`src/design/aoc_pkg.sv`:
```
// Purpose: Shared constants and types of the alarm output and clamp control block.
// Assumes: Registers sit on 32-bit Avalon-MM words, byte address is four times the index.
// Notes: Register data is 16 bits wide in the low half of each word.
package aoc_pkg;

  ////////////////////////////////////////////////////////////////////////////
  // Register indices; the byte address is the index shifted left by two.
  localparam logic [7:0] IDX_CLAMP = 8'h1a;
  localparam logic [7:0] IDX_CONFIG = 8'h1b;
  localparam logic [7:0] IDX_FLAGS = 8'h1e;
  localparam logic [7:0] IDX_IRQ_STATUS = 8'h20;
  localparam logic [7:0] IDX_IRQ_MASK = 8'h21;
  localparam logic [7:0] IDX_AMP_RESTORE = 8'h22;
  localparam logic [7:0] IDX_CLAMP_RELEASE = 8'h23;
  localparam int unsigned WORD_SHIFT = 2;

  ////////////////////////////////////////////////////////////////////////////
  // Widths and reset values.
  localparam int unsigned REG_W = 16;
  localparam int unsigned NUM_CLAMP = 6;
  localparam int unsigned NUM_ENABLE = 13;
  localparam int unsigned NUM_IRQ = 3;
  localparam logic [15:0] CLAMP_RESET = 16'h0000;
  localparam logic [15:0] CONFIG_RESET = 16'h0000;

  // Clamp register fields.
  localparam int unsigned CLP_AMP_OFF = 6;
  localparam int unsigned CLP_RSV_LO = 7;

  // Configuration register fields.
  localparam int unsigned CFG_LATCH_DIS = 15;
  localparam int unsigned CFG_POLARITY = 14;
  localparam int unsigned CFG_THR_SEL = 13;
  localparam int unsigned CFG_LOOP34_EN = 12;
  localparam int unsigned CFG_LOOP12_EN = 11;

  // Flag register fields: loop high alarms and the reserved bit.
  localparam int unsigned FLG_DAC4_HI = 15;
  localparam int unsigned FLG_DAC3_HI = 14;
  localparam int unsigned FLG_DAC2_HI = 13;
  localparam int unsigned FLG_DAC1_HI = 12;
  localparam int unsigned FLG_RSV = 11;
  localparam logic [15:0] FLG_USED = 16'hf7ff;

  // Interrupt status bits.
  localparam int unsigned IRQ_ALARM_RISE = 0;
  localparam int unsigned IRQ_AMP_OFF = 1;
  localparam int unsigned IRQ_CLAMP = 2;

  // Restore register field.
  localparam int unsigned AMP_RESTORE_BIT = 0;

  ////////////////////////////////////////////////////////////////////////////
  // Bus handshake states.
  typedef enum logic {
    AOC_BUS_IDLE,
    AOC_BUS_ANSWER
  } aoc_bus_e;

  // Whole state of the block.
  typedef struct packed {
    aoc_bus_e bus;
    logic [31:0] rdata;
    logic [15:0] clamp_cfg;
    logic [15:0] config_reg;
    logic [15:0] flags;
    logic [15:0] read_seen;
    logic alarm_act;
    logic pin_level;
    logic amp_off;
    logic [5:0] clamped;
    logic [2:0] irq_status;
    logic [2:0] irq_mask;
    logic irq;
  } aoc_state_s;

  // Control outputs towards the analog side.
  typedef struct packed {
    logic amp_enable_pin;
    logic [5:0] dac_clamp;
    logic threshold_source_select;
  } aoc_ctrl_s;

endpackage

```
`src/design/aoc_top.sv`:
```
// Purpose: Alarm output pin, amplifier shutdown and DAC clamp control with Avalon-MM registers.
// Assumes: alarm_cond is synchronous to sys_clk and uses the flag register layout.
// Notes: Every access takes one wait cycle; read data stand at the edge waitrequest is low.

////////////////////////////////////////////////////////////////////////////////
module aoc_top (
  // Clock, reset and clock enable.
  input wire logic sys_clk,
  input wire logic rst,
  input wire logic clk_en,
  // Avalon-MM slave.
  input wire logic [9:0] address,
  input wire logic read,
  input wire logic write,
  input wire logic [31:0] writedata,
  input wire logic [3:0] byteenable,
  output logic [31:0] readdata,
  output logic waitrequest,
  // Alarm conditions, one bit per source in flag layout.
  input wire logic [15:0] alarm_cond,
  // Pins and controls.
  output logic alarm_output_pin,
  output aoc_pkg::aoc_ctrl_s ctrl,
  output logic irq
);

  aoc_pkg::aoc_state_s s;
  aoc_pkg::aoc_state_s next_s;
  logic [7:0] idx;
  logic take;

  ////////////////////////////////////////////////////////////////////////////
  // Merge write data into a 16-bit register under the two low byte enables.
  function automatic logic [15:0] be_merge(input logic [15:0] old,
                                           input logic [31:0] wd,
                                           input logic [3:0] be);
    logic [15:0] r;
    r = old;
    if (be[0]) begin
      r[7:0] = wd[7:0];
    end
    if (be[1]) begin
      r[15:8] = wd[15:8];
    end
    return r;
  endfunction

  // Write-one mask of the low 16 bits under byte enables.
  function automatic logic [15:0] be_ones(input logic [31:0] wd, input logic [3:0] be);
    return wd[15:0] & {{8{be[1]}}, {8{be[0]}}};
  endfunction

  // Fold flags onto the thirteen enable positions and report any enabled one.
  function automatic logic alarm_any(input logic [15:0] f, input logic [15:0] cfg);
    logic [12:0] src;
    src = f[12:0];
    src[aoc_pkg::CFG_LOOP34_EN] = f[aoc_pkg::FLG_DAC4_HI] | f[aoc_pkg::FLG_DAC3_HI];
    src[aoc_pkg::CFG_LOOP12_EN] = f[aoc_pkg::FLG_DAC2_HI] | f[aoc_pkg::FLG_DAC1_HI];
    return |(src & cfg[12:0]);
  endfunction

  ////////////////////////////////////////////////////////////////////////////
  // Address decode; the request is taken in the cycle the answer is given.
  assign idx = address[9:aoc_pkg::WORD_SHIFT];
  assign take = (read | write) & (s.bus == aoc_pkg::AOC_BUS_ANSWER);

  // One wait cycle lets read data come from a register.
  assign waitrequest = (read | write) & (s.bus != aoc_pkg::AOC_BUS_ANSWER);

  ////////////////////////////////////////////////////////////////////////////
  // Next-state logic of the whole block.
  always_comb begin
    logic [15:0] ones;
    logic [15:0] rd_val;
    logic flags_read;
    logic amp_restore;
    logic [5:0] clamp_release;
    logic [2:0] irq_clear;
    logic set_amp;
    logic [5:0] set_clamp;
    logic [15:0] mask_new;
    ones = be_ones(writedata, byteenable);
    // The mask is merged as a full word first; a part-select of a call is not legal.
    mask_new = be_merge({13'h0000, s.irq_mask}, writedata, byteenable);
    set_amp = 1'b0;
    set_clamp = 6'h00;
    rd_val = 16'h0000;
    flags_read = 1'b0;
    amp_restore = 1'b0;
    clamp_release = 6'h00;
    irq_clear = 3'h0;
    next_s = s;

    // Bus handshake: the idle cycle fetches read data, the answer cycle completes.
    case (s.bus)
      aoc_pkg::AOC_BUS_IDLE: begin
        if (read | write) begin
          next_s.bus = aoc_pkg::AOC_BUS_ANSWER;
        end
      end
      aoc_pkg::AOC_BUS_ANSWER: begin
        next_s.bus = aoc_pkg::AOC_BUS_IDLE;
      end
      default: begin
        next_s.bus = aoc_pkg::AOC_BUS_IDLE;
      end
    endcase

    // Read data are sampled in the wait cycle and stand through the answer cycle.
    case (idx)
      aoc_pkg::IDX_CLAMP: rd_val = s.clamp_cfg;
      aoc_pkg::IDX_CONFIG: rd_val = s.config_reg;
      aoc_pkg::IDX_FLAGS: rd_val = s.flags;
      aoc_pkg::IDX_IRQ_STATUS: rd_val = {13'h0000, s.irq_status};
      aoc_pkg::IDX_IRQ_MASK: rd_val = {13'h0000, s.irq_mask};
      aoc_pkg::IDX_AMP_RESTORE: rd_val = {15'h0000, s.amp_off};
      aoc_pkg::IDX_CLAMP_RELEASE: rd_val = {10'h000, s.clamped};
      default: rd_val = 16'h0000;
    endcase
    if ((s.bus == aoc_pkg::AOC_BUS_IDLE) & read) begin
      next_s.rdata = {16'h0000, rd_val};
    end

    // Register writes and read side effects happen only at the answer edge.
    if (take & write) begin
      case (idx)
        aoc_pkg::IDX_CLAMP: begin
          next_s.clamp_cfg = be_merge(s.clamp_cfg, writedata, byteenable);
        end
        aoc_pkg::IDX_CONFIG: begin
          next_s.config_reg = be_merge(s.config_reg, writedata, byteenable);
        end
        aoc_pkg::IDX_IRQ_STATUS: irq_clear = ones[2:0];
        aoc_pkg::IDX_IRQ_MASK: begin
          next_s.irq_mask = mask_new[2:0];
        end
        aoc_pkg::IDX_AMP_RESTORE: amp_restore = ones[aoc_pkg::AMP_RESTORE_BIT];
        aoc_pkg::IDX_CLAMP_RELEASE: clamp_release = ones[5:0];
        default: begin
        end
      endcase
    end
    flags_read = take & read & (idx == aoc_pkg::IDX_FLAGS);

    // Flags: on every used bit a present condition wins over any clear.
    for (int i = 0; i < aoc_pkg::REG_W; i++) begin
      if (!aoc_pkg::FLG_USED[i]) begin
        next_s.flags[i] = 1'b0;
        next_s.read_seen[i] = 1'b0;
      end else if (alarm_cond[i]) begin
        next_s.flags[i] = 1'b1;
        next_s.read_seen[i] = (s.flags[i] & (s.read_seen[i] | flags_read));
      end else if (s.config_reg[aoc_pkg::CFG_LATCH_DIS]) begin
        next_s.flags[i] = 1'b0;
        next_s.read_seen[i] = 1'b0;
      end else begin
        // A read marks the flag; it drops once the condition has gone too.
        next_s.flags[i] = s.flags[i] & ~(s.read_seen[i] | flags_read);
        next_s.read_seen[i] = 1'b0;
      end
    end

    // Alarm state and pin level follow the new flags without an extra cycle.
    next_s.alarm_act = alarm_any(next_s.flags, next_s.config_reg);
    next_s.pin_level = next_s.config_reg[aoc_pkg::CFG_POLARITY] ?
                       next_s.alarm_act : ~next_s.alarm_act;

    // Shutdown and clamps are sticky; setting wins over a release in the same cycle.
    set_amp = s.alarm_act & s.clamp_cfg[aoc_pkg::CLP_AMP_OFF];
    set_clamp = {6{s.alarm_act}} & s.clamp_cfg[5:0];
    next_s.amp_off = set_amp | (s.amp_off & ~amp_restore);
    next_s.clamped = set_clamp | (s.clamped & ~clamp_release);

    // Interrupt events: alarm rising, a new shutdown, a new clamp.
    next_s.irq_status[aoc_pkg::IRQ_ALARM_RISE] = (next_s.alarm_act & ~s.alarm_act) |
      (s.irq_status[aoc_pkg::IRQ_ALARM_RISE] & ~irq_clear[aoc_pkg::IRQ_ALARM_RISE]);
    next_s.irq_status[aoc_pkg::IRQ_AMP_OFF] = (set_amp & ~s.amp_off) |
      (s.irq_status[aoc_pkg::IRQ_AMP_OFF] & ~irq_clear[aoc_pkg::IRQ_AMP_OFF]);
    next_s.irq_status[aoc_pkg::IRQ_CLAMP] = (|(set_clamp & ~s.clamped)) |
      (s.irq_status[aoc_pkg::IRQ_CLAMP] & ~irq_clear[aoc_pkg::IRQ_CLAMP]);
    next_s.irq = |(next_s.irq_status & next_s.irq_mask);
  end

  ////////////////////////////////////////////////////////////////////////////
  // State register; reset leaves all sources masked, flags latched, pin active low.
  always_ff @(posedge sys_clk) begin
    if (rst) begin
      s <= '0;
      s.bus <= aoc_pkg::AOC_BUS_IDLE;
      s.clamp_cfg <= aoc_pkg::CLAMP_RESET;
      s.config_reg <= aoc_pkg::CONFIG_RESET;
      s.pin_level <= 1'b1;
    end else if (clk_en) begin
      s <= next_s;
    end
  end

  ////////////////////////////////////////////////////////////////////////////
  // Outputs straight from the state register.
  assign readdata = s.rdata;
  assign alarm_output_pin = s.pin_level;
  assign irq = s.irq;
  assign ctrl.amp_enable_pin = ~s.amp_off;
  assign ctrl.dac_clamp = s.clamped;
  // The threshold comparators live elsewhere; this only steers their source.
  assign ctrl.threshold_source_select = s.config_reg[aoc_pkg::CFG_THR_SEL];

endmodule // aoc_top

```
`config.mk`:
```
export PLATFORM = sky130hd
export DESIGN_NAME = aoc_top
export DESIGN_NICKNAME = d
export VERILOG_FILES = /design/src/design/aoc_pkg.sv /design/src/design/aoc_top.sv
export SDC_FILE = /design/constraint.sdc
export NUM_CORES = 1
export LEC_CHECK = 0
export BUFFER_PORTS_ARGS = -buffer_cell sky130_fd_sc_hd__buf_2
export CAP_MARGIN = 25
export CELL_PAD_IN_SITES_DETAIL_PLACEMENT = 0
export CELL_PAD_IN_SITES_GLOBAL_PLACEMENT = 2
export CORE_ASPECT_RATIO = 1.2
export CORE_MARGIN = 1.5
export CORE_UTILIZATION = 31
export DETAILED_ROUTE_END_ITERATION = 7
export PLACE_DENSITY = 0.77
export SYNTH_ARGS = -nofsm -noshare
export SYNTH_HDL_FRONTEND = slang
export SYNTH_SLANG_ARGS = --single-unit
```
`constraint.sdc`:
```
create_clock -name sys_clk -period 2.8 [get_ports sys_clk]
set_input_delay 0.42 -clock sys_clk [delete_from_list [all_inputs] [get_ports sys_clk]]
set_output_delay 0.42 -clock sys_clk [all_outputs]
set_load 0.01 [all_outputs]
```
* Word level (Yosys, flattened, before mapping)
Index checks and enable logic that the tools add are counted.
** Cells by class
- Reduce and logical (&&, ||, !) cells :: 7
- Equality and inequality tests :: 7
- Bitwise gates (word level) :: 97
- Mux-type cells :: 62
** Operator list (number)
- 16-bit case mux with 7 select lines :: 1
- 1-bit two-way mux :: 49
- 1-bit bitwise AND :: 43
- 8-bit by 6-bit == test with 1-bit output (second input constant) :: 4
- 15-bit two-way mux :: 2
- 6-bit bitwise AND :: 4
- 8-bit by 5-bit == test with 1-bit output (second input constant) :: 3
- 1-bit NOT :: 23
- 1-bit OR :: 22
- 3-bit two-way mux :: 5
- 13-bit bitwise AND :: 1
- 13-bit OR reduction :: 1
- 6-bit two-way mux :: 2
- 6-bit NOT :: 2
- 4-bit AND reduction :: 3
- 8-bit two-way mux :: 1
- 7-bit two-way mux :: 1
- 6-bit OR :: 1
- 6-bit OR reduction :: 1
- 3-bit bitwise AND :: 1
- 3-bit OR reduction :: 1
- 1-bit case mux with 2 select lines :: 1
- 2-bit AND reduction :: 1
** Storage, ports and cells
- Bits of input ports :: 67
- Logic and storage cells :: 188
- Flip-flop bits (word level) :: 95
- Output and inout bits :: 43

* Logic depth before layout (Yosys ltp)
Gate-level depths: netlist (run 1).
- Word-level depth :: 16
- Gate-level depth with buffers :: 9
- Mapped depth without buffers :: 7

* Least setup slack after synthesis (run 1)
OpenSTA, ideal clock, no wires.
- Kind :: input port to flip-flop
- From :: input port address[7]
- To :: register s, in the netlist alarm_output_pin
- Setup time :: 0.079 ns
- Slack :: 0.362 ns
- Cell stages on the path :: 7
- Data arrival time :: 2.359 ns
- Path through :: nor4b_4 nand3_2 mux2_2 a222oi_1 or3b_4 or2_0 o211ai_1
** On the way
- Word-level cells in the longest chain between the ends :: 12
- Elaborated cells between the ends (all ways) :: 86
** Ends and longest elaborated chain
- from (decl) :: line aoc_top.sv:12 : input wire logic [9:0] address,
- 8-bit by 5-bit == test with 1-bit output :: line aoc_top.sv:143 : flags_read = take & read & (idx == aoc_pkg::IDX_FLAGS);
- 1-bit bitwise AND :: line aoc_top.sv:143
- 1-bit OR :: line aoc_top.sv:158 : next_s.flags[i] = s.flags[i] & ~(s.read_seen[i] | flags_read);
- 1-bit NOT :: line aoc_top.sv:158
- 1-bit bitwise AND :: line aoc_top.sv:158
- 1-bit two-way mux :: line aoc_top.sv:153 : end else if (s.config_reg[aoc_pkg::CFG_LATCH_DIS]) begin
- 1-bit two-way mux :: line aoc_top.sv:150 : end else if (alarm_cond[i]) begin
- 1-bit OR (on tied branches) :: line aoc_top.sv:58, aoc_top.sv:57
- 13-bit bitwise AND :: line aoc_top.sv:59 : return |(src & cfg[12:0]);
- 13-bit OR reduction :: line aoc_top.sv:59
- 1-bit NOT :: line aoc_top.sv:166 : next_s.alarm_act : ~next_s.alarm_act;
- 1-bit two-way mux * :: line aoc_top.sv:165 : next_s.pin_level = next_s.config_reg[aoc_pkg::CFG_POLARITY] ?
- to (signal assigned) :: line aoc_top.sv:194 : s <= next_s;
- to (decl) :: line aoc_top.sv:27 : aoc_pkg::aoc_state_s s;
Mark *: on every way between the ends. The rest lies on a longest branch, timed or not.
A chain may end at the register's enable or synchronous reset.

* Worst setup path in the final report (run 1)
- From :: register s[112] in the netlist's numbering
- To :: register s, in the netlist alarm_output_pin
** On the way
- Word-level cells in the longest chain between the ends :: 13
- Elaborated cells between the ends (all ways) :: 86
** Ends and longest elaborated chain
- 1-bit bitwise AND * :: line aoc_top.sv:65 : assign take = (read | write) & (s.bus == aoc_pkg::AOC_BUS_ANSWER);
- 1-bit bitwise AND (2 in series) :: line aoc_top.sv:143
- 1-bit OR :: line aoc_top.sv:158
- 1-bit NOT :: line aoc_top.sv:158
- 1-bit bitwise AND :: line aoc_top.sv:158
- 1-bit two-way mux :: line aoc_top.sv:153
- 1-bit two-way mux :: line aoc_top.sv:150
- 1-bit OR (on tied branches) :: line aoc_top.sv:58, aoc_top.sv:57
- 13-bit bitwise AND :: line aoc_top.sv:59
- 13-bit OR reduction :: line aoc_top.sv:59
- 1-bit NOT :: line aoc_top.sv:166
- 1-bit two-way mux * :: line aoc_top.sv:165
Marks and branches as above.

==> summary.md, run 1 <==
| Metric | Value |
|---|---|
| Outcome | completed |
| Sw Ratio | 0.249 |
| P&R area growth vs syn | 16.4% |
| Clock power frac | 0.438 |
| Adder-cell share of the synthesized area | 0 |
| Std-Cell Rows | 49 |
| Max Freq | 387 MHz |
| Longest Clk Path Bufs | 2 |
| WP data required | 3.07 ns |
| Crit end category | register |
| Synth top area cells | dfxtp_1 40%, mux2i_1 9.2%, nand2_1 6.5%, buf_4 6.1%, nor2_1 5.9% |
| Multiplexer area fraction after synthesis | 0.113 |
| Crit path buffers/inverters | 1 |
| GP Congestion | 0.801 |
| Pwr Total | 0.00290 W |
| Routed wire length | 14.6 mm |
| Post-synth top area share | 0.396 |
| CTS Hold Bufs | 0 |
| Worst-path fanout max | 7 |
| Routed vias/inst | 5.11 |
| Post-Synth XOR/XNOR Area | 0 |
| NetSw | 0.000721 W |
| Root Buffer Master | clkbuf_16 |
| Hold WS | 0.334 ns |
| Crit-path cells | and4b_1 -> a41oi_1 -> buf_4 -> a31o_2 -> a222oi_1 -> or3b_4 -> or2_0 -> o211ai_1 |
| Cells after Synth | 591 |
| Post-CTS Setup Repair Bufs | 0 |
| Max-Cap Viols | 0 |
| Fin nets | 713 |
| Hold Crit Class | primary input to register |
| Clk Latency, worst-skew pair | 0.35 ns |
| Sequential Power Share | 0.481 |
| Number of global-route vias before repair | 4178 |
| RSZ-0062 raised after global routing | no |
| Diodes inserted | 0 |
| Simple-gate portion of the synthesized area | 0.186 |
| Largest net degree at the start of global routing | 46 |
| DR pass1 iterations | 5 |
| Int Power | 0.00218 W |
| Share of synthesized area occupied by flip-flops and latches | 0.396 |
| Residual DRC | 0 |
| Crit-path slowest cell | or3b_4 |
| Die area | 16300 um2 |
| Synth Area in Compound Gates | 0.196 |
| Max-Slew Margin vs Limit | 0.427 |
| Cell Area, Synth | 4810 um2 |
| Mapped Avg Cell Area | 8.13 um2 |
| Die Height | 139 um |
| EDFF count, synth | 0 |
| Setup CP Type | register to register |
| Worst-Margin Slew | 0.859 ns |
| Area of the multi-input gates | 2440 um2 |
| Most common cell in the netlist | dfxtp_1 |
| Starting Density | 0.319 |
| #FFs+latches synth | 95 |
| Post-route ant nets | 0 |
| WP data arrival | 2.85 ns |
| Hpwl dp | 10.8 mm |
| CTS H-tree depth | 3 |
| First-pass GRT wire length | 22.7 mm |
| Resized cells post-CTS | 0 |
| Worst-path clk slew | 0.07 ns |
| CP peak stage delay | 0.46 ns |
| Crit path launch type | register |
| Fillers | 1595 |
| Inserted Clock Buffers | 9 |
| Setup violations, final | 0 |
| Final hold viol count | 0 |
| All-layer global routing usage | 0.182 |
| Port bufs | 72 |
| Final period util | 0.923 |
| Post-layout min period | 2.58 ns |
| Clock sinks | 95 |
| # IOs | 110 |
| Worst vdd ir | 0.239 mV |
| Layout cells sized above 1 | 0.212 |
| Asr flop ratio synth | 0 |
| Top cells by count, synth | 95 x dfxtp_1, 83 x nand2_1, 76 x nor2_1 |
| TritonCTS clock tree | built |
| Vias post-DR | 4367 |
| Clk_skew | 0.00631 ns |
| Post-synth top area cell | dfxtp_1 |
| Main combinational cell family by area after synthesis | compound AO/OA/AOI/OAI gates |
| PwrDens | 518 nW/um2 |
| DR iter-0 viols | 308 |
| Leak pwr | 2.31 nW |
| Initial antenna violation count | 0 |
| Combinational share of power | 0.081 |
| Die X | 117 um |
| Grt ovf | 0 |
| Sequential standard cell area | 1900 um2 |
| Cell variety after synth | 51 |
| Max-slew violation total from the final report | 0 |
| Synth warn | 0 |
| WL/cell | 17.0 um |
| Top Family by Delay on Critical Path | compound AO/OA/AOI/OAI gates |
| Primary FF master, synth | dfxtp_1 |
| Core area | 15100 um2 |
## final timing paths
| path | cells after the start | to | slack [ns] | start |
|---|---|---|---|---|
| max | 8 | alarm_output_pin$_SDFFE_PP1P_ | 0.22 | s[112]$_SDFFE_PP0P_ |
| min | 3 | ctrl[0]$_SDFFE_PP0P_ | 0.33 | writedata[13] |
| max reg2reg | 8 | alarm_output_pin$_SDFFE_PP1P_ | 0.22 | s[112]$_SDFFE_PP0P_ |
| min reg2reg | 2 | s[28]$_SDFFE_PP0P_ | 0.47 | s[28]$_SDFFE_PP0P_ |
## kinds of logic after synthesis
kind of cell           count (synthesis)
and+or+nand+nor                      200
AOI/OAI and AO/OA                    144
buffers and inverters                 99
DFF                                   95
muxes                                 52
other                                  1
## metal layers
metal  track usage  routed length, um  part of all wire
met1         0.253               6940              0.48
met5             0                  0                 0
met4        0.0463                149             0.010
met2         0.291               6770              0.46
met3        0.0331                705             0.048
## placed cells by master (no fill, tap or decap), types with 2 or more instances in the layout
| cell | instances |
|---|---|
| a31o_2 | 3 |
| o21ai_0 | 26 |
| a221oi_1 | 15 |
| a22oi_1 | 24 |
| conb_1 | 16 |
| o22ai_1 | 7 |
| nor2_1 | 76 |
| buf_4 | 33 |
| nor3_1 | 6 |
| clkinvlp_4 | 2 |
| and4b_1 | 3 |
| a21oi_1 | 38 |
| buf_2 | 72 |
| mux2_2 | 7 |
| nand3_1 | 8 |
| mux2i_1 | 44 |
| dfxtp_1 | 95 |
| clkbuf_16 | 9 |
| nand4_1 | 2 |
| a222oi_1 | 3 |
| a32oi_1 | 2 |
| nand3_2 | 2 |
| a31oi_1 | 9 |
| nand2_1 | 83 |
| inv_6 | 2 |
| nor4_1 | 2 |
| a211oi_1 | 9 |
| inv_1 | 22 |
| and3_1 | 5 |
## layout make-up
type                            count  share of cell area
Clock buffer                       10              0.0427
Clock inverter                      6              0.0121
Inverter                           23              0.0154
Multi-Input combinational cell    412               0.436
Sequential cell                    95               0.340
Tap cell                          204              0.0456
Timing Repair Buffer              105               0.109
## power by group through the flow
| stage | logic [W] | clock network (W) | registers (W) |
|---|---|---|---|
| 2_1_floorplan | 0.000145 | 0 | 0.00142 |
| 3_3_place_gp | 0.000229 | 0 | 0.00142 |
| 3_5_place_dp | 0.000233 | 0 | 0.00142 |
| 4_1_cts | 0.000234 | 0.00130 | 0.00139 |
| 5_1_grt | 0.000256 | 0.00135 | 0.00140 |
| 6_report | 0.000233 | 0.00127 | 0.00139 |
## registers in the layout, summed over array words and instances, names as in the netlist
name / cells
readdata: 16
ctrl: 7
alarm_output_pin: 1
s: 70
irq: 1
## worst reg2reg max path, delay by kind of cell, from the launching register on
family | cells | cell delay [ns]
simple gates | 3 | 0.93
buf+inv | 1 | 0.20
flops | 1 | 0.43
compound gates | 4 | 0.96
## per-stage QoR
step	instance area, um2	setup slack, ns	cells	setup TNS, ns	util
floorplan	4860	0.362	606	0	-
CTS	5600	0.193	855	0	0.371
finish	5600	0.217	855	0	0.371
detailed placement	5290	-0.0118	839	-0.0118	0.351
global placement	5290	-0.0121	839	-0.0121	0.351
global route	5600	0.0696	855	0	0.371
Power figures use the tool's default switching activity.
==> run 2, diff against run 1 <==
- CELL_PAD_IN_SITES_GLOBAL_PLACEMENT: 2 -> 1
- CORE_UTILIZATION: 31 -> 40
- PLACE_DENSITY: 0.77 -> 0.79
==> summary.md, run 2 (same netlist as run 1, synthesis figures left out) <==
| Metric | Value |
|---|---|
| Hold WS | 0.335 ns (+0.00158 ns) |
| Reg with most FFs | s |
| Crit end category | register |
| Hpwl dp | 10.0 mm (-6.9%) |
| Clk_skew | 0.00449 ns (-0.00183 ns) |
| Max reg flops | 70 (unchanged) |
| Post-route ant nets | 0 (unchanged) |
| Post-CTS Setup Repair Bufs | 0 (unchanged) |
| RSZ-0062 raised after global routing | no |
| Routed wire length | 13.7 mm (-6.0%) |
| Max Freq | 378 MHz (-2.3%) |
| Longest Clk Path Bufs | 2 (unchanged) |
| Post-route setup slack | 0.156 ns (-0.0607 ns) |
| Most common cell after layout, fill and taps aside | dfxtp_1 |
| Pre-CTS setup slack | -0.0719 ns (-0.0601 ns) |
| Fillers | 1188 (-26%) |
| DR iter-0 viols | 336 (+9.1%) |
| Resized cells post-CTS | 0 (unchanged) |
| Setup violations, final | 0 (unchanged) |
| Diodes inserted | 0 (unchanged) |
| Final setup TNS | 0 ns (unchanged) |
| Initial antenna violation count | 0 (unchanged) |
| Commonest non-fill, non-tap cells in the layout | 95 x dfxtp_1, 83 x nand2_1, 76 x nor2_1 |
| Worst-path fanout max | 8 (+1) |
| Worst-Margin Slew | 0.612 ns (-0.248 ns) |
| PwrDens | 496 nW/um2 (-4.1%) |
| DR pass1 iterations | 7 (+2) |
| P&R area growth vs syn | 13.3% |
| Max-slew violation total from the final report | 0 (unchanged) |
| Largest net degree at the start of global routing | 60 (+30%) |
| Clk Latency, worst-skew pair | 0.34 ns (about the same) |
| Grt ovf | 0 (unchanged) |
| GP Congestion | 0.816 (+1.9%) |
| Layout cells sized above 1 | 0.200 (-0.0120) |
| TritonCTS clock tree | built |
| Max-Cap Viols | 0 (unchanged) |
| WP data arrival | 2.91 ns (+0.06 ns) |
| Crit path launch type | register |
| Finished Cell Area | 5450 um2 (-2.7%) |
| FF-to-FF setup slack | 0.16 ns (-0.06 ns) |
| Routed vias/inst | 5.48 (+7.3%) |
| Leak pwr | 2.27 nW (-1.8%) |
| Final hold viol count | 0 (unchanged) |
| Root Buffer Master | clkbuf_16 |
| Port bufs | 72 (unchanged) |
| CTS Hold Bufs | 0 (unchanged) |
| # IOs | 110 (unchanged) |
| Die X | 103 um (-12%) |
| Clock sinks | 95 (unchanged) |
| Post-layout min period | 2.64 ns (+0.0607 ns) |
| Fin nets | 709 (-0.56%) |
| Vias post-DR | 4397 (+0.69%) |
| Max-Slew Margin vs Limit | 0.587 (+0.160) |
| First-pass GRT wire length | 21.6 mm (-4.7%) |
| Core area | 11600 um2 (-23%) |
| Die Height | 123 um (-12%) |
| Setup CP Type | register to register |
| Worst vdd ir | 0.238 mV (-0.18%) |
| Std-Cell Rows | 43 (-12%) |
| Residual DRC | 0 (unchanged) |
| CTS H-tree depth | 3 (unchanged) |
| Outcome | completed |
| WP data required | 3.07 ns (about the same) |
| Starting Density | 0.414 (+0.0949) |
| Final period util | 0.944 (+0.0217) |
| All-layer global routing usage | 0.226 (+0.0437) |
| Hold Crit Class | primary input to register |
| WL/cell | 17.1 um (+0.19%) |
| Worst-path clk slew | 0.06 ns (about the same) |
| Number of global-route vias before repair | 4260 (+2.0%) |
| Placed standard-cell area | 5200 um2 (-1.7%) |
| Die area | 12700 um2 (-22%) |
| Inserted Clock Buffers | 9 (unchanged) |
run 2: cell types whose count changed in the layout (fill, tap and decap cells not counted), sizes merged:
cell	delta
buf	-4
clkbuf	+2
clkinvlp	-2
inv	-2
bufinv	-1
clkinv	+1
run 2: path summary, 6_finish.rpt:
path,startpoint,end,depth (start not counted)
max,s[112]$_SDFFE_PP0P_,alarm_output_pin$_SDFFE_PP1P_,8
min,writedata[13],s[77]$_SDFFE_PP0P_,3
max reg2reg,s[112]$_SDFFE_PP0P_,alarm_output_pin$_SDFFE_PP1P_,8
min reg2reg,s[55]$_SDFFE_PP0P_,s[55]$_SDFFE_PP0P_,2
run 2: power breakdown:
part           total [W]  internal (W)  leakage [nW]  switching (W)
Sequential       0.00139       0.00137         0.770      0.0000221
Combinational   0.000228     0.0000812          1.38       0.000147
Clock            0.00108      0.000590         0.122       0.000492
Total            0.00270       0.00204          2.27       0.000660
run 2: cell type report:
class,count,area (um2),share of cell area
timing repair buffer,101,578,0.106
tap,157,196,0.0361
clock buffer,12,236,0.0434
clock inverter,2,10.0,0.00184
multi-input combinational,412,2440,0.448
inverter,23,86.3,0.0159
sequential,95,1900,0.349
run 2: through the flow:
stage / power [W] / util / std cells
after floorplan: 0.00156 / - / 606
after global placement: 0.00164 / 0.447 / 788
after detailed placement: 0.00165 / 0.447 / 788
after CTS: 0.00272 / 0.469 / 802
after global routing: 0.00279 / 0.469 / 802
final: 0.00270 / 0.469 / 802
run 2: layer usage:
layer,global-route usage,up-vias,part of all wire
met4,0.114,0,0.034
met3,0.0254,27,0.046
met1,0.274,2097,0.43
li1,-,2132,-
met5,0,-,0
met2,0.391,141,0.49
run 2: worst max-delay path, cell delays in order, from the launching register on:
cell	delay [ns]
dfxtp_1	0.43
and4b_1	0.27
a41oi_1	0.31
buf_4	0.29
a211oi_1	0.28
o22ai_1	0.14
a2111o_1	0.45
or2_0	0.24
o211ai_1	0.17
==> run 3, diff against run 2 <==
- CORE_UTILIZATION: 40 -> 35
- PLACE_DENSITY: 0.79 -> 0.71
==> summary.md, run 3 (same netlist as run 1, synthesis figures left out) <==
| Metric | Value |
|---|---|
| Vias post-DR | 4390 (-0.16%) |
| Routed vias/inst | 5.41 (-1.3%) |
| Largest net degree at the start of global routing | 45 (-25%) |
| # IOs | 110 (unchanged) |
| Worst vdd ir | 0.301 mV (+26%) |
| Core area | 13300 um2 (+14%) |
| Max Freq | 396 MHz (+4.8%) |
| DR pass1 iterations | 5 (-2) |
| Sequential standard cell area | 1900 um2 (unchanged) |
| All-layer global routing usage | 0.201 (-0.0246) |
| Post-layout min period | 2.52 ns (-0.121 ns) |
| Setup CP Type | register to register |
| Combinational share of power | 0.076 (-0.008) |
| Pre-CTS setup slack | 0.0225 ns (+0.0944 ns) |
| Port bufs | 72 (unchanged) |
| Die X | 110 um (+6.7%) |
| Sequential Power Share | 0.469 (-0.047) |
| Longest Clk Path Bufs | 2 (unchanged) |
| Post-route setup slack | 0.277 ns (+0.121 ns) |
| Max-slew violation total from the final report | 0 (unchanged) |
| Post-route ant nets | 0 (unchanged) |
| GP Congestion | 0.847 (+3.9%) |
| CTS Hold Bufs | 0 (unchanged) |
| Grt ovf | 0 (unchanged) |
| Initial antenna violation count | 0 (unchanged) |
| CTS H-tree depth | 3 (unchanged) |
| Pwr Total | 0.00298 W (+10%) |
| Area of the multi-input gates | 2440 um2 (unchanged) |
| Root Buffer Master | clkbuf_16 |
| WP data required | 3.07 ns (about the same) |
| TritonCTS clock tree | built |
| Int Power | 0.00230 W (+13%) |
| Worst-Margin Slew | 0.718 ns (+0.106 ns) |
| Number of global-route vias before repair | 4144 (-2.7%) |
| Clock power frac | 0.455 (+0.055) |
| Diodes inserted | 0 (unchanged) |
| Finished Cell Area | 5540 um2 (+1.6%) |
| Clk Latency, worst-skew pair | 0.35 ns (about the same) |
| Std-Cell Rows | 46 (+7.0%) |
| RSZ-0062 raised after global routing | no |
| Routed wire length | 14.1 mm (+3.2%) |
| Final hold viol count | 0 (unchanged) |
| Max-Cap Viols | 0 (unchanged) |
| WL/cell | 17.4 um (+2.0%) |
| Reg2reg path depth | 7 (-1) |
| Die Height | 131 um (+6.7%) |
| Resized cells post-CTS | 0 (unchanged) |
| Placed standard-cell area | 5200 um2 (about the same) |
| P&R area growth vs syn | 15.2% |
| Hpwl dp | 10.5 mm (+4.8%) |
| Hold Crit Class | primary input to register |
| Inserted Clock Buffers | 9 (unchanged) |
| Crit path launch type | register |
| Worst-path clk slew | 0.06 ns (about the same) |
| Starting Density | 0.361 (-0.0521) |
| Non-filler cells, final | 811 (+1.1%) |
| Final period util | 0.901 (-0.0433) |
| Max-Slew Margin vs Limit | 0.521 (-0.0655) |
| Most common cell after layout, fill and taps aside | dfxtp_1 |
| Layout cells sized above 1 | 0.202 (+0.00218) |
| Leak pwr | 2.30 nW (+1.5%) |
| Post-layout util | 0.416 (-0.0523) |
| Hold Crit Depth | 3 (unchanged) |
| Fillers | 1383 (+16%) |
| DR iter-0 viols | 272 (-19%) |
| NetSw | 0.000675 W (+2.3%) |
| Cells after DPL | 796 (+1.0%) |
| Crit end category | register |
| Clk_skew | 0.00906 ns (+0.00458 ns) |
| Reg with most FFs | s |
| Worst-path fanout max | 7 (-1) |
| Sw Ratio | 0.227 (-0.0172) |
| Post-CTS Setup Repair Bufs | 0 (unchanged) |
| Outcome | completed |
| Setup violations, final | 0 (unchanged) |
| Die area | 14400 um2 (+14%) |
| First-pass GRT wire length | 22.1 mm (+2.3%) |
| Commonest non-fill, non-tap cells in the layout | 95 x dfxtp_1, 83 x nand2_1, 76 x nor2_1 |
| WP data arrival | 2.79 ns (-0.12 ns) |
| Max reg flops | 70 (unchanged) |
| Fin nets | 706 (-0.42%) |
| Residual DRC | 0 (unchanged) |
| Clock sinks | 95 (unchanged) |
| PwrDens | 538 nW/um2 (+8.3%) |
## run 3: area by class of cell
type | count | share of cell area
clock buffer | 12 | 0.0481
clock inverter | 3 | 0.0118
inverter | 23 | 0.0156
multi-input combinational | 412 | 0.440
sequential | 95 | 0.344
tap | 168 | 0.0380
timing repair buffer | 98 | 0.103
## run 3: power groups by stage
stage                     sequential [W]  combinational (W)  clock [W]
after detailed placement         0.00143           0.000224          0
after CTS                        0.00139           0.000225    0.00138
after global routing             0.00140           0.000248    0.00145
final                            0.00139           0.000226    0.00135
after floorplan                  0.00142           0.000145          0
after global placement           0.00142           0.000220          0
## run 3: worst max-delay path: stages (launching register included)
cell	delay [ns]
dfxtp_1	0.42
and4b_1	0.27
a41oi_1	0.25
a31o_2	0.32
a222oi_1	0.39
or3b_4	0.45
or2_0	0.21
o211ai_1	0.16
## run 3: routing by layer
layer  GRT usage  part of all wire
met1       0.250              0.42
met2       0.333              0.50
met3      0.0243             0.043
met4       0.107             0.036
met5           0                 0
## run 3: metrics by stage
stage                     TNS [ns]  hold WS (ns)
after global routing             0         0.330
after floorplan                  0         0.441
after global placement    -0.00181         0.450
after CTS                        0         0.323
final                            0         0.331
after detailed placement         0         0.458
## run 3: final timing paths
| kind | from | end | slack [ns] |
|---|---|---|---|
| worst max-delay path | s[112]$_SDFFE_PP0P_ | alarm_output_pin$_SDFFE_PP1P_ | 0.28 |
| worst min-delay path | writedata[15] | s[79]$_SDFFE_PP0P_ | 0.33 |
| worst max register to register | s[112]$_SDFFE_PP0P_ | alarm_output_pin$_SDFFE_PP1P_ | 0.28 |
| worst min register to register | s[54]$_SDFFE_PP0P_ | s[54]$_SDFFE_PP0P_ | 0.47 |
